`src/hdl/prt_pkg.sv`:
```
// constants, types and helpers shared by the pulse rate totaliser
package prt_pkg;

   // ---------------------------------------------------------------
   // clock and times
   // ---------------------------------------------------------------
   localparam int unsigned CLK_HZ        = 100_000_000;
   localparam int unsigned CYC_PER_MS    = CLK_HZ / 1000;
   localparam int unsigned CYC_PER_US    = CLK_HZ / 1_000_000;
   localparam int unsigned T_PWRUP_MS    = 100;
   localparam int unsigned T_SEG_TEST_MS = 2000;
   localparam int unsigned T_ID_MS       = 2000;
   localparam int unsigned T_LOC_RST_MS  = 2000;
   localparam int unsigned T_REM_RST_MS  = 1000;
   localparam int unsigned T_FLOW_MS     = 2000;
   localparam int unsigned T_GATE_MS     = 1000;
   localparam int unsigned T_DB_BTN_MS   = 10;
   localparam int unsigned T_DB_PULSE_US = 20;
   localparam int unsigned PWRUP_CYC     = T_PWRUP_MS * CYC_PER_MS;
   localparam int unsigned SEG_TEST_CYC  = T_SEG_TEST_MS * CYC_PER_MS;
   localparam int unsigned ID_CYC        = T_ID_MS * CYC_PER_MS;
   localparam int unsigned LOC_RST_CYC   = T_LOC_RST_MS * CYC_PER_MS;
   localparam int unsigned REM_RST_CYC   = T_REM_RST_MS * CYC_PER_MS;
   localparam int unsigned FLOW_CYC      = T_FLOW_MS * CYC_PER_MS;
   localparam int unsigned GATE_CYC      = T_GATE_MS * CYC_PER_MS;
   localparam int unsigned DB_BTN_CYC    = T_DB_BTN_MS * CYC_PER_MS;
   localparam int unsigned DB_PULSE_CYC  = T_DB_PULSE_US * CYC_PER_US;

   // ---------------------------------------------------------------
   // display layout
   // ---------------------------------------------------------------
   localparam int unsigned RATE_DIGITS  = 6;
   localparam int unsigned TOTAL_DIGITS = 8;
   localparam int unsigned GRAND_DIGITS = 16;
   localparam logic [3:0]  DIGIT_ALL_ON = 4'h8;

   // ---------------------------------------------------------------
   // types
   // ---------------------------------------------------------------
   typedef enum logic [3:0] {
      ST_WAIT = 4'b0001,
      ST_TEST = 4'b0010,
      ST_ID   = 4'b0100,
      ST_RUN  = 4'b1000
   } prt_state_t;

   typedef struct packed {
      logic prog;
      logic enter;
      logic up;
      logic down;
   } prt_btn_t;

   typedef struct packed {
      logic        loc_rst_en;
      logic [15:0] tot_div;
      logic [15:0] rate_div;
      logic [15:0] clip_min;
   } prt_cal_t;

   typedef struct packed {
      logic                        all_on;
      logic [RATE_DIGITS*4-1:0]    rate;
      logic [TOTAL_DIGITS*4-1:0]   total;
      logic                        ann_grand;
      logic                        ann_hold;
      logic                        ann_reset;
      logic                        flow_spin;
   } prt_disp_t;

   // ---------------------------------------------------------------
   // bcd increment by one, wraps at all nines
   // ---------------------------------------------------------------
   function automatic logic [GRAND_DIGITS*4-1:0] prt_bcd_inc(input logic [GRAND_DIGITS*4-1:0] v);
      logic [GRAND_DIGITS*4-1:0] r;
      logic                      c;
      r = v;
      c = 1'b1;
      for (int i = 0; i < GRAND_DIGITS; i++)
      begin
         if (c)
         begin
            if (r[i*4 +: 4] == 4'h9)
               r[i*4 +: 4] = 4'h0;
            else
            begin
               r[i*4 +: 4] = r[i*4 +: 4] + 4'h1;
               c = 1'b0;
            end
         end
      end
      return r;
   endfunction : prt_bcd_inc

endpackage : prt_pkg

```
`src/hdl/prt_debounce.sv`:
```
// two-flop synchroniser and debouncer for one contact or pulse pin
`timescale 1ns/1ps
module prt_debounce
   import prt_pkg::*;
#(
   parameter int unsigned CYC = 16
)(
   // clock and reset
   input  wire logic core_clk,
   input  wire logic nrst,
   // pin side
   input  wire logic raw,
   // clean side
   output logic      level_ff,
   output logic      rise_ff
);

   logic        s1_ff;
   logic        s2_ff;
   logic [31:0] cnt_ff;

   always_ff @(posedge core_clk or negedge nrst)
   begin
      if (!nrst)
      begin
         s1_ff <= 1'b0;
         s2_ff <= 1'b0;
      end
      else
      begin
         s1_ff <= raw;
         s2_ff <= s1_ff;
      end
   end

   // level changes only after the pin stayed put for CYC cycles
   always_ff @(posedge core_clk or negedge nrst)
   begin
      if (!nrst)
      begin
         cnt_ff   <= 32'h0;
         level_ff <= 1'b0;
         rise_ff  <= 1'b0;
      end
      else
      begin
         rise_ff <= 1'b0;
         if (s2_ff == level_ff)
            cnt_ff <= 32'h0;
         else if (cnt_ff >= 32'(CYC - 1))
         begin
            cnt_ff   <= 32'h0;
            level_ff <= s2_ff;
            rise_ff  <= s2_ff;
         end
         else
            cnt_ff <= cnt_ff + 32'h1;
      end
   end

   AST_ONE_EDGE: assert property (@(posedge core_clk) disable iff (!nrst)
      rise_ff |=> !rise_ff && level_ff)
      else $error("debouncer gave two edges in a row");

endmodule : prt_debounce

```
`src/hdl/prt_totaliser.sv`:
```
// pulse rate totaliser: start-up, counting, buttons and display drive
//
// How it works
// - all segments lit two seconds after delay
// - then firmware identity shown two seconds
// - then run with calibration latched from storage
// - enter plus down shows grand total low
// - enter plus up shows grand total high
// - down plus up two seconds clears total
// - down alone shows firmware identity
// - scaled rate on six digit display
// - scaled total on eight digit display
// - remote contact or buttons clear the total
// - flow indicator spins two seconds per pulse
// - hold lit below clip-off frequency
// - reset annunciator lit during reset
// - one pulse source feeds rate and total
// - remote contact over one second clears total
// - held remote contact inhibits totalisation
`timescale 1ns/1ps
module prt_totaliser
   import prt_pkg::*;
#(
   parameter int unsigned          PWRUP_N    = PWRUP_CYC,
   parameter int unsigned          TEST_N     = SEG_TEST_CYC,
   parameter int unsigned          ID_N       = ID_CYC,
   parameter int unsigned          LOC_RST_N  = LOC_RST_CYC,
   parameter int unsigned          REM_RST_N  = REM_RST_CYC,
   parameter int unsigned          FLOW_N     = FLOW_CYC,
   parameter int unsigned          GATE_N     = GATE_CYC,
   parameter int unsigned          DB_BTN_N   = DB_BTN_CYC,
   parameter int unsigned          DB_PULSE_N = DB_PULSE_CYC,
   // arbitrary identity values
   parameter logic [RATE_DIGITS*4-1:0]  FW_PART = 24'h000123,
   parameter logic [TOTAL_DIGITS*4-1:0] FW_VER  = 32'h00000101
)(
   // clock and reset
   input  wire logic core_clk,
   input  wire logic nrst,
   // field pins
   input  wire logic pulse_pin,
   input  wire logic rem_rst_pin,
   input  wire prt_btn_t btn_pin,
   // calibration from non-volatile storage
   input  wire prt_cal_t cal_nv,
   // display drive
   output prt_disp_t disp_ff
);

   // ---------------------------------------------------------------
   // input conditioning
   // ---------------------------------------------------------------
   logic       pulse_evt;
   logic [4:0] slow_raw;
   logic [4:0] slow_lvl;

   assign slow_raw = {rem_rst_pin, btn_pin};

   prt_debounce #(.CYC(DB_PULSE_N)) u_pulse (
      .core_clk (core_clk),
      .nrst     (nrst),
      .raw      (pulse_pin),
      .level_ff (),
      .rise_ff  (pulse_evt)
   );

   for (genvar g = 0; g < 5; g++)
   begin : g_slow
      prt_debounce #(.CYC(DB_BTN_N)) u_db (
         .core_clk (core_clk),
         .nrst     (nrst),
         .raw      (slow_raw[g]),
         .level_ff (slow_lvl[g]),
         .rise_ff  ()
      );
   end

   logic rem_on;
   logic b_enter;
   logic b_up;
   logic b_down;
   logic show_lo;
   logic show_hi;
   logic show_id;
   logic ud_held;

   assign rem_on  = slow_lvl[4];
   assign b_enter = slow_lvl[2];
   assign b_up    = slow_lvl[1];
   assign b_down  = slow_lvl[0];
   assign show_lo = b_enter && b_down && !b_up;
   assign show_hi = b_enter && b_up && !b_down;
   assign show_id = b_down && !b_enter && !b_up;
   assign ud_held = b_up && b_down && !b_enter;

   // ---------------------------------------------------------------
   // start-up sequence
   // ---------------------------------------------------------------
   prt_state_t  st_ff;
   logic [31:0] tmr_ff;
   prt_cal_t    cal_ff;
   logic        run;

   assign run = (st_ff == ST_RUN);

   always_ff @(posedge core_clk or negedge nrst)
   begin
      if (!nrst)
      begin
         st_ff  <= ST_WAIT;
         tmr_ff <= 32'h0;
      end
      else
      begin
         tmr_ff <= tmr_ff + 32'h1;
         case (st_ff)
            ST_WAIT:
               if (tmr_ff >= 32'(PWRUP_N - 1))
               begin
                  st_ff  <= ST_TEST;
                  tmr_ff <= 32'h0;
               end
            ST_TEST:
               if (tmr_ff >= 32'(TEST_N - 1))
               begin
                  st_ff  <= ST_ID;
                  tmr_ff <= 32'h0;
               end
            ST_ID:
               if (tmr_ff >= 32'(ID_N - 1))
               begin
                  st_ff  <= ST_RUN;
                  tmr_ff <= 32'h0;
               end
            ST_RUN:
               tmr_ff <= 32'h0;
            default:
            begin
               st_ff  <= ST_WAIT;
               tmr_ff <= 32'h0;
            end
         endcase
      end
   end

   // calibration is taken once, as the run phase begins
   always_ff @(posedge core_clk or negedge nrst)
   begin
      if (!nrst)
         cal_ff <= '0;
      else if (st_ff == ST_ID && tmr_ff >= 32'(ID_N - 1))
         cal_ff <= cal_nv;
   end

   // ---------------------------------------------------------------
   // reset requests
   // ---------------------------------------------------------------
   logic [31:0] rem_cnt_ff;
   logic [31:0] loc_cnt_ff;
   logic        rem_act;
   logic        loc_act;
   logic        clr;

   assign rem_act = (rem_cnt_ff >= 32'(REM_RST_N));
   assign loc_act = (loc_cnt_ff >= 32'(LOC_RST_N));
   assign clr     = rem_act || loc_act;

   always_ff @(posedge core_clk or negedge nrst)
   begin
      if (!nrst)
      begin
         rem_cnt_ff <= 32'h0;
         loc_cnt_ff <= 32'h0;
      end
      else
      begin
         if (!rem_on || !run)
            rem_cnt_ff <= 32'h0;
         else if (!rem_act)
            rem_cnt_ff <= rem_cnt_ff + 32'h1;
         if (!ud_held || !run || !cal_ff.loc_rst_en)
            loc_cnt_ff <= 32'h0;
         else if (!loc_act)
            loc_cnt_ff <= loc_cnt_ff + 32'h1;
      end
   end

   // ---------------------------------------------------------------
   // totalisation from the single pulse source
   // ---------------------------------------------------------------
   logic [15:0]                  tot_pre_ff;
   logic [TOTAL_DIGITS*4-1:0]    tot_ff;
   logic [GRAND_DIGITS*4-1:0]    grand_ff;
   logic                         tot_step;
   logic [GRAND_DIGITS*4-1:0]    tot_inc;

   assign tot_step = run && !rem_act && pulse_evt &&
                     (tot_pre_ff + 16'h1 >= cal_ff.tot_div);
   assign tot_inc  = prt_bcd_inc({32'h0, tot_ff});

   always_ff @(posedge core_clk or negedge nrst)
   begin
      if (!nrst)
      begin
         tot_pre_ff <= 16'h0;
         tot_ff     <= '0;
         grand_ff   <= '0;
      end
      else
      begin
         if (run && !rem_act && pulse_evt)
            tot_pre_ff <= tot_step ? 16'h0 : tot_pre_ff + 16'h1;
         if (tot_step)
            grand_ff <= prt_bcd_inc(grand_ff);
         if (clr)
            tot_ff <= '0;
         else if (tot_step)
            tot_ff <= tot_inc[TOTAL_DIGITS*4-1:0];
      end
   end

   // ---------------------------------------------------------------
   // rate over a gate window, from the same source
   // ---------------------------------------------------------------
   logic [31:0]                gate_ff;
   logic [15:0]                rate_pre_ff;
   logic [RATE_DIGITS*4-1:0]   rate_acc_ff;
   logic [RATE_DIGITS*4-1:0]   rate_ff;
   logic [15:0]                frq_acc_ff;
   logic [15:0]                frq_ff;
   logic                       gate_end;
   logic                       rate_step;
   logic [GRAND_DIGITS*4-1:0]  rate_inc;

   assign gate_end  = run && (gate_ff >= 32'(GATE_N - 1));
   assign rate_step = run && pulse_evt && (rate_pre_ff + 16'h1 >= cal_ff.rate_div);
   assign rate_inc  = prt_bcd_inc({40'h0, rate_acc_ff});

   always_ff @(posedge core_clk or negedge nrst)
   begin
      if (!nrst)
      begin
         gate_ff     <= 32'h0;
         rate_pre_ff <= 16'h0;
         rate_acc_ff <= '0;
         rate_ff     <= '0;
         frq_acc_ff  <= 16'h0;
         frq_ff      <= 16'h0;
      end
      else if (run)
      begin
         if (pulse_evt)
            rate_pre_ff <= rate_step ? 16'h0 : rate_pre_ff + 16'h1;
         if (gate_end)
         begin
            gate_ff     <= 32'h0;
            rate_ff     <= rate_acc_ff;
            frq_ff      <= frq_acc_ff;
            rate_acc_ff <= '0;
            frq_acc_ff  <= {15'h0, pulse_evt};
         end
         else
         begin
            gate_ff <= gate_ff + 32'h1;
            if (rate_step)
               rate_acc_ff <= rate_inc[RATE_DIGITS*4-1:0];
            if (pulse_evt && frq_acc_ff != 16'hffff)
               frq_acc_ff <= frq_acc_ff + 16'h1;
         end
      end
   end

   // ---------------------------------------------------------------
   // flow indicator
   // ---------------------------------------------------------------
   logic [31:0] flow_ff;

   always_ff @(posedge core_clk or negedge nrst)
   begin
      if (!nrst)
         flow_ff <= 32'h0;
      else if (run && pulse_evt)
         flow_ff <= 32'(FLOW_N);
      else if (flow_ff != 32'h0)
         flow_ff <= flow_ff - 32'h1;
   end

   // ---------------------------------------------------------------
   // display drive
   // ---------------------------------------------------------------
   always_ff @(posedge core_clk or negedge nrst)
   begin
      if (!nrst)
         disp_ff <= '0;
      else
      begin
         disp_ff <= '0;
         case (st_ff)
            ST_WAIT:
               disp_ff <= '0;
            ST_TEST:
            begin
               disp_ff.all_on    <= 1'b1;
               disp_ff.rate      <= {RATE_DIGITS{DIGIT_ALL_ON}};
               disp_ff.total     <= {TOTAL_DIGITS{DIGIT_ALL_ON}};
               disp_ff.ann_grand <= 1'b1;
               disp_ff.ann_hold  <= 1'b1;
               disp_ff.ann_reset <= 1'b1;
               disp_ff.flow_spin <= 1'b1;
            end
            ST_ID:
            begin
               disp_ff.rate  <= FW_PART;
               disp_ff.total <= FW_VER;
            end
            ST_RUN:
            begin
               disp_ff.ann_hold  <= (frq_ff < cal_ff.clip_min);
               disp_ff.ann_reset <= clr;
               disp_ff.flow_spin <= (flow_ff != 32'h0);
               if (show_id)
               begin
                  disp_ff.rate  <= FW_PART;
                  disp_ff.total <= FW_VER;
               end
               else
               begin
                  disp_ff.rate <= rate_ff;
                  if (show_lo)
                  begin
                     disp_ff.total     <= grand_ff[31:0];
                     disp_ff.ann_grand <= 1'b1;
                  end
                  else if (show_hi)
                  begin
                     disp_ff.total     <= grand_ff[63:32];
                     disp_ff.ann_grand <= 1'b1;
                  end
                  else
                     disp_ff.total <= tot_ff;
               end
            end
            default:
               disp_ff <= '0;
         endcase
      end
   end

   // ---------------------------------------------------------------
   // checks
   // ---------------------------------------------------------------
   AST_TEST_TO_ID: assert property (@(posedge core_clk) disable iff (!nrst)
      (st_ff == ST_TEST && tmr_ff == 32'(TEST_N - 1)) |=> st_ff == ST_ID ##1 !disp_ff.all_on)
      else $error("segment test did not end on time");
   AST_ID_SHOWN: assert property (@(posedge core_clk) disable iff (!nrst)
      (st_ff == ST_ID) |=> disp_ff.rate == FW_PART && disp_ff.total == FW_VER)
      else $error("identity not shown after test");
   AST_CAL_LOAD: assert property (@(posedge core_clk) disable iff (!nrst)
      (run && $past(st_ff) == ST_ID) |-> cal_ff == $past(cal_nv))
      else $error("calibration not taken at run start");
   AST_GRAND_LO: assert property (@(posedge core_clk) disable iff (!nrst)
      (run && show_lo) |=> disp_ff.ann_grand && disp_ff.total == $past(grand_ff[31:0]))
      else $error("grand total low digits not shown");
   AST_GRAND_HI: assert property (@(posedge core_clk) disable iff (!nrst)
      (run && show_hi) |=> disp_ff.ann_grand && disp_ff.total == $past(grand_ff[63:32]))
      else $error("grand total high digits not shown");
   AST_LOC_CLEAR: assert property (@(posedge core_clk) disable iff (!nrst)
      (run && ud_held && cal_ff.loc_rst_en && loc_cnt_ff == 32'(LOC_RST_N - 1)) |=> ##1 tot_ff == '0)
      else $error("local reset did not clear total");
   AST_ID_VIEW: assert property (@(posedge core_clk) disable iff (!nrst)
      (run && show_id) |=> disp_ff.total == FW_VER && !disp_ff.ann_grand)
      else $error("identity view missing");
   AST_REM_CLEAR: assert property (@(posedge core_clk) disable iff (!nrst)
      (rem_act) |=> tot_ff == '0 && disp_ff.ann_reset)
      else $error("remote reset did not clear total");
   AST_INHIBIT: assert property (@(posedge core_clk) disable iff (!nrst)
      (rem_act && rem_on) |=> $stable(grand_ff))
      else $error("counting not inhibited by held contact");
   AST_FLOW: assert property (@(posedge core_clk) disable iff (!nrst)
      (run && pulse_evt) |=> flow_ff == 32'(FLOW_N) ##1 disp_ff.flow_spin)
      else $error("flow indicator not restarted");
   AST_HOLD: assert property (@(posedge core_clk) disable iff (!nrst)
      (run && frq_ff < cal_ff.clip_min) |=> disp_ff.ann_hold)
      else $error("hold annunciator missing");

endmodule : prt_totaliser

```
`config.mk`:
```
export PLATFORM = sky130hd
export DESIGN_NAME = prt_totaliser
export DESIGN_NICKNAME = d
export VERILOG_FILES = /design/src/hdl/prt_pkg.sv /design/src/hdl/prt_debounce.sv /design/src/hdl/prt_totaliser.sv
export SDC_FILE = /design/constraint.sdc
export NUM_CORES = 1
export LEC_CHECK = 0
export ABC_AREA = 1
export BUFFER_PORTS_ARGS = -buffer_cell sky130_fd_sc_hd__buf_2
export CAP_MARGIN = 20
export CORE_AREA = 2 2 272 274
export DETAILED_ROUTE_END_ITERATION = 6
export DIE_AREA = 0 0 274 276
export GPL_TIMING_DRIVEN = 0
export PLACE_DENSITY_LB_ADDON = 0.05
export SYNTH_ARGS = -nofsm -noshare
export SYNTH_HDL_FRONTEND = slang
export SYNTH_SLANG_ARGS = --single-unit
```
`constraint.sdc`:
```
create_clock -name core_clk -period 3.4 [get_ports core_clk]
set_input_delay 0.34 -clock core_clk [delete_from_list [all_inputs] [get_ports core_clk]]
set_output_delay 0.34 -clock core_clk [all_outputs]
set_load 0.05 [all_outputs]
```
==> results.rst <==
.. list-table::
   :header-rows: 1

   * - Metric
     - Value
   * - Vias
     - 26140
   * - Via-per-instance ratio
     - 4.987
   * - Transition at the pin with the smallest max-transition slack
     - 936.3 ps
   * - Maximum resistive drop on vdd
     - 0.0003976 V
   * - Hold-critical path depth
     - 3
   * - Flops & latches, synth
     - 658
   * - Post-Route Utilization
     - 0.5312
   * - Detailed placement HPWL
     - 57.82 mm
   * - Relative slew slack
     - 0.3735
   * - Vias in the first global route
     - 25460
   * - Setup Skew
     - 27.97 ps
   * - Kind of capture point of the worst setup path
     - flop
   * - Area share of the leading cell type in the synthesized netlist
     - 0.5084
   * - Area overhead of the layout relative to synthesis
     - 19.23%
   * - Cells on worst reg2reg path
     - 18
   * - Routed len/inst
     - 15.44 um
   * - Most frequently used cell type in the post-synthesis netlist
     - sky130_fd_sc_hd__nand2_1
   * - I/O pin total
     - 118
   * - Compound-Gate Fraction of Synth Area
     - 0.09591
   * - Count of antenna-violating nets left after detailed routing
     - 0
   * - Unrepaired setup endpoints after global routing
     - true
   * - Syn avg cell area
     - 8.367 sq um
   * - Max-cap violations
     - 0
   * - Status
     - finished clean
   * - Dominant combinational cell family by area after synthesis
     - simple AND/OR/NAND/NOR gates
   * - Number of rows in the core area
     - 99
   * - Maximum fanout encountered on the critical timing path
     - 7
   * - Cell types occupying the most area after synthesis
     - sky130_fd_sc_hd__dfrtp_1 (51%), sky130_fd_sc_hd__nand2_1 (7.9%), sky130_fd_sc_hd__inv_1 (6.1%)
   * - Post-Synth Adder-Cell Area
     - 0.03482
   * - Final #Nets
     - 4370
   * - Worst Setup Start Kind
     - flop
   * - Wire length of the first global-routing pass
     - 132.4 mm
   * - Antenna violations before repair
     - 2
   * - Sink Count
     - 658
   * - Post-Synthesis Cells
     - 3865
   * - Xor-xnor portion of the synthesized cell area
     - 0.03873
   * - Setup TNS
     - 0 ps
   * - Final Max Slew Viols
     - 0
   * - Layout cell share with drive strength beyond 1
     - 0.1198
   * - Clock buffer depth
     - 3
   * - Routed Wire Length
     - 80.96 mm
   * - Number of detailed-routing iterations run before antenna repair
     - 5
   * - Crit Path Category
     - reg2reg
   * - Required time reported for the critical path endpoint
     - 3900 ps
   * - Largest net degree at the start of global routing
     - 113
   * - Max Clk Rate
     - 300.6 MHz
   * - Number of clock buffers inserted by TritonCTS
     - 76
   * - Leakage power of the design
     - 17.99 nW
   * - Post-synth top area cell
     - sky130_fd_sc_hd__dfrtp_1
   * - Number of fillers in the final layout
     - 7015
   * - Global placement routability congestion
     - 0.8977
   * - Synth warn
     - 0
   * - Final setup vio count
     - 0
   * - TritonCTS clock tree
     - yes
   * - Data arrival, critical path
     - 3830 ps
   * - Fraction of synthesized area in multiplexers
     - 0.0003095
   * - Area of the core region
     - 0.07259 sq mm
   * - Latest clock arrival within the worst-skew pair
     - 630 ps
   * - Clock Tree Root
     - sky130_fd_sc_hd__clkbuf_16
   * - Initial DRC Count
     - 1705
   * - Area fraction in and, or, nand and nor cells after synthesis
     - 0.2460
   * - Tot GR Track Use
     - 0.2160
   * - Starting density of the core
     - 0.4455
   * - Synth Cell Area
     - 0.03234 sq mm
   * - Share of synthesized area occupied by flip-flops and latches
     - 0.5092
   * - Ratio of final minimum period to clock period
     - 0.9785
   * - Total overflow reported by the global router
     - 0
   * - Final critical-path required period
     - 3327 ps
   * - Post-synth cell types
     - 60
   * - Number of failing hold endpoints at the final stage
     - 0
   * - Input/output buffers
     - 116
   * - Asr flop ratio synth
     - 1.000
   * - Count of unresolved DRC violations after routing
     - 0
   * - Power Dens Cells
     - 517.8 mW/mm^2
   * - Path class of the lowest-slack min-delay path
     - in2reg
   * - Leading cell types by count after synthesis
     - sky130_fd_sc_hd__nand2_1 (681), sky130_fd_sc_hd__dfrtp_1 (657), sky130_fd_sc_hd__inv_1 (524)
   * - Die width
     - 274 um
   * - Number of flops mapped to enable cells by yosys
     - 0
   * - Die H
     - 276 um
   * - Most used flip-flop cell after synthesis
     - sky130_fd_sc_hd__dfrtp_1
   * - Area enclosed by the die boundary
     - 0.07562 sq mm
   * - CTS HTree Levels
     - 3
   * - CTS clk-pin slew, worst paths
     - 60 ps
==> registers in the layout, indices dropped and copies added, names as in the netlist, 16 cells and up <==
register            count
gate_ff                32
tmr_ff                 32
flow_ff                32
frq_ff                 16
rate_pre_ff            16
disp_ff                61
grand_ff               64
g_slow.u_db.cnt_ff    128
rem_cnt_ff             32
tot_pre_ff             16
frq_acc_ff             16
loc_cnt_ff             32
cal_ff                 49
u_pulse.cnt_ff         32
rate_acc_ff            24
rate_ff                24
tot_ff                 32
==> cells in the final DEF, fill, tap and decap left out, types with 8 or more instances in the layout <==
cell / Yosys / layout
sky130_fd_sc_hd__clkinv_2: 0 / 13
sky130_fd_sc_hd__buf_2: 29 / 143
sky130_fd_sc_hd__a31oi_1: 37 / 37
sky130_fd_sc_hd__nand2_1: 681 / 660
sky130_fd_sc_hd__nor4_1: 41 / 41
sky130_fd_sc_hd__nor2_4: 11 / 19
sky130_fd_sc_hd__nand3_2: 3 / 11
sky130_fd_sc_hd__a22oi_1: 15 / 15
sky130_fd_sc_hd__o21ai_1: 42 / 45
sky130_fd_sc_hd__clkbuf_1: 39 / 53
sky130_fd_sc_hd__xnor2_1: 28 / 27
sky130_fd_sc_hd__nand3_1: 210 / 195
sky130_fd_sc_hd__clkbuf_16: 0 / 78
sky130_fd_sc_hd__dfrtp_1: 657 / 655
sky130_fd_sc_hd__inv_1: 524 / 517
sky130_fd_sc_hd__o31ai_1: 17 / 17
sky130_fd_sc_hd__ha_1: 90 / 85
sky130_fd_sc_hd__xor2_1: 115 / 113
sky130_fd_sc_hd__nor3_1: 153 / 146
sky130_fd_sc_hd__nand2_4: 4 / 13
sky130_fd_sc_hd__nor2_1: 495 / 483
sky130_fd_sc_hd__inv_2: 20 / 26
sky130_fd_sc_hd__or2_2: 16 / 16
sky130_fd_sc_hd__conb_1: 1 / 73
sky130_fd_sc_hd__nor3_2: 9 / 10
sky130_fd_sc_hd__dlygate4sd3_1: 0 / 49
sky130_fd_sc_hd__buf_4: 4 / 31
sky130_fd_sc_hd__nor2_2: 22 / 26
sky130_fd_sc_hd__nand3_4: 1 / 8
sky130_fd_sc_hd__nand2_2: 14 / 19
sky130_fd_sc_hd__o22ai_1: 10 / 9
sky130_fd_sc_hd__clkbuf_8: 0 / 16
sky130_fd_sc_hd__a21oi_1: 178 / 174
sky130_fd_sc_hd__a211oi_1: 11 / 11
sky130_fd_sc_hd__nor3b_1: 10 / 10
sky130_fd_sc_hd__nand4_1: 81 / 81
sky130_fd_sc_hd__o21ai_0: 227 / 217
==> kinds of logic after synthesis <==
| group | Yosys count |
|---|---|
| AO/OA/AOI/OAI | 567 |
| XOR/XNOR | 143 |
| adder cells (fa/ha/maj) | 90 |
| buffers and inverters | 628 |
| flip-flops | 658 |
| multiplexers | 1 |
| other | 1 |
| AND/OR/NAND/NOR | 1777 |
==> layer usage <==
| metal | vias up | part of all wire | track usage |
|---|---|---|---|
| met2 | 479 | 0.45 | 0.3389 |
| met1 | 12260 | 0.48 | 0.3056 |
| met4 | 0 | 0.030 | 0.07107 |
| li1 | 13260 | - | - |
| met5 | - | 0 | 0 |
| met3 | 138 | 0.045 | 0.03378 |
==> through the flow <==
stage	cells	instance area, sq um	total power [mW]	worst slack [ps]	hold WS (ps)
finish	5242	38560	19.97	73.16	27.59
detailed placement	5018	34560	11.77	-697.4	325.6
global placement	5012	34390	11.71	-12440	333.3
CTS	5223	37910	20.16	1.068	7.626
floorplan	3937	32610	10.81	236.7	44.41
global route	5242	38560	21.01	-142.4	33.79
==> final timing paths <==
kind / start / endpoint / slack, ps
worst max-delay path: tot_pre_ff[3] / grand_ff[60] / 70
worst min-delay path: cal_nv[4] / cal_ff[4] / 30
worst max register to register: tot_pre_ff[3] / grand_ff[60] / 70
worst min register to register: g_slow[4].u_db.s1_ff / g_slow[4].u_db.s2_ff / 350
max in group asynchronous: nrst / rate_acc_ff[12] / 1170
min in group asynchronous: nrst / g_slow[4].u_db.cnt_ff[4] / 240
==> cell type report <==
| cell class | instances | area, sq um | share of cell area |
|---|---|---|---|
| antenna | 1 | 2.502 | 0.00006490 |
| buffer | 77 | 384.1 | 0.009962 |
| clock buffer | 108 | 2203 | 0.05715 |
| clock inverter | 29 | 300.3 | 0.007788 |
| inverter | 551 | 2087 | 0.05413 |
| multi-input combinational | 2651 | 14320 | 0.3714 |
| sequential | 658 | 16470 | 0.4271 |
| tap | 959 | 1200 | 0.03112 |
| timing repair buffer | 208 | 1589 | 0.04121 |
==> critical path, cell delays in order (launching register included) <==
cell                      delay (ps)
sky130_fd_sc_hd__dfrtp_1         420
sky130_fd_sc_hd__inv_2            70
sky130_fd_sc_hd__nor3_4          210
sky130_fd_sc_hd__nand3_2         120
sky130_fd_sc_hd__nor2_2          120
sky130_fd_sc_hd__buf_4           120
sky130_fd_sc_hd__nand4_1         130
sky130_fd_sc_hd__xor2_1          210
sky130_fd_sc_hd__inv_2            90
sky130_fd_sc_hd__ha_4            270
sky130_fd_sc_hd__nand2_2          70
sky130_fd_sc_hd__nor3_4          230
sky130_fd_sc_hd__nand3_2         110
sky130_fd_sc_hd__nand3_4         160
sky130_fd_sc_hd__nand2_8         100
sky130_fd_sc_hd__buf_12          180
sky130_fd_sc_hd__nor2_4          200
sky130_fd_sc_hd__nand3_4         170
sky130_fd_sc_hd__xor2_1          200
==> repair_timing <==
item,CTS,global route
setup endpoints to repair,150,145
gates resized for setup,45,117
endpoints found under the hold margin,114,0
pin swaps,15,40
hold buffers,49,0
buffers inserted,18,16
gates cloned,1,1
==> power by group <==
group          switching [mW]  leakage, nW  total (mW)  internal, mW
Combinational            2.01         7.98        2.92         0.915
Clock                    3.33         1.23        8.16          4.84
Sequential              0.364         8.78        8.88          8.52
No activity file was read; power rests on OpenSTA's default activity.
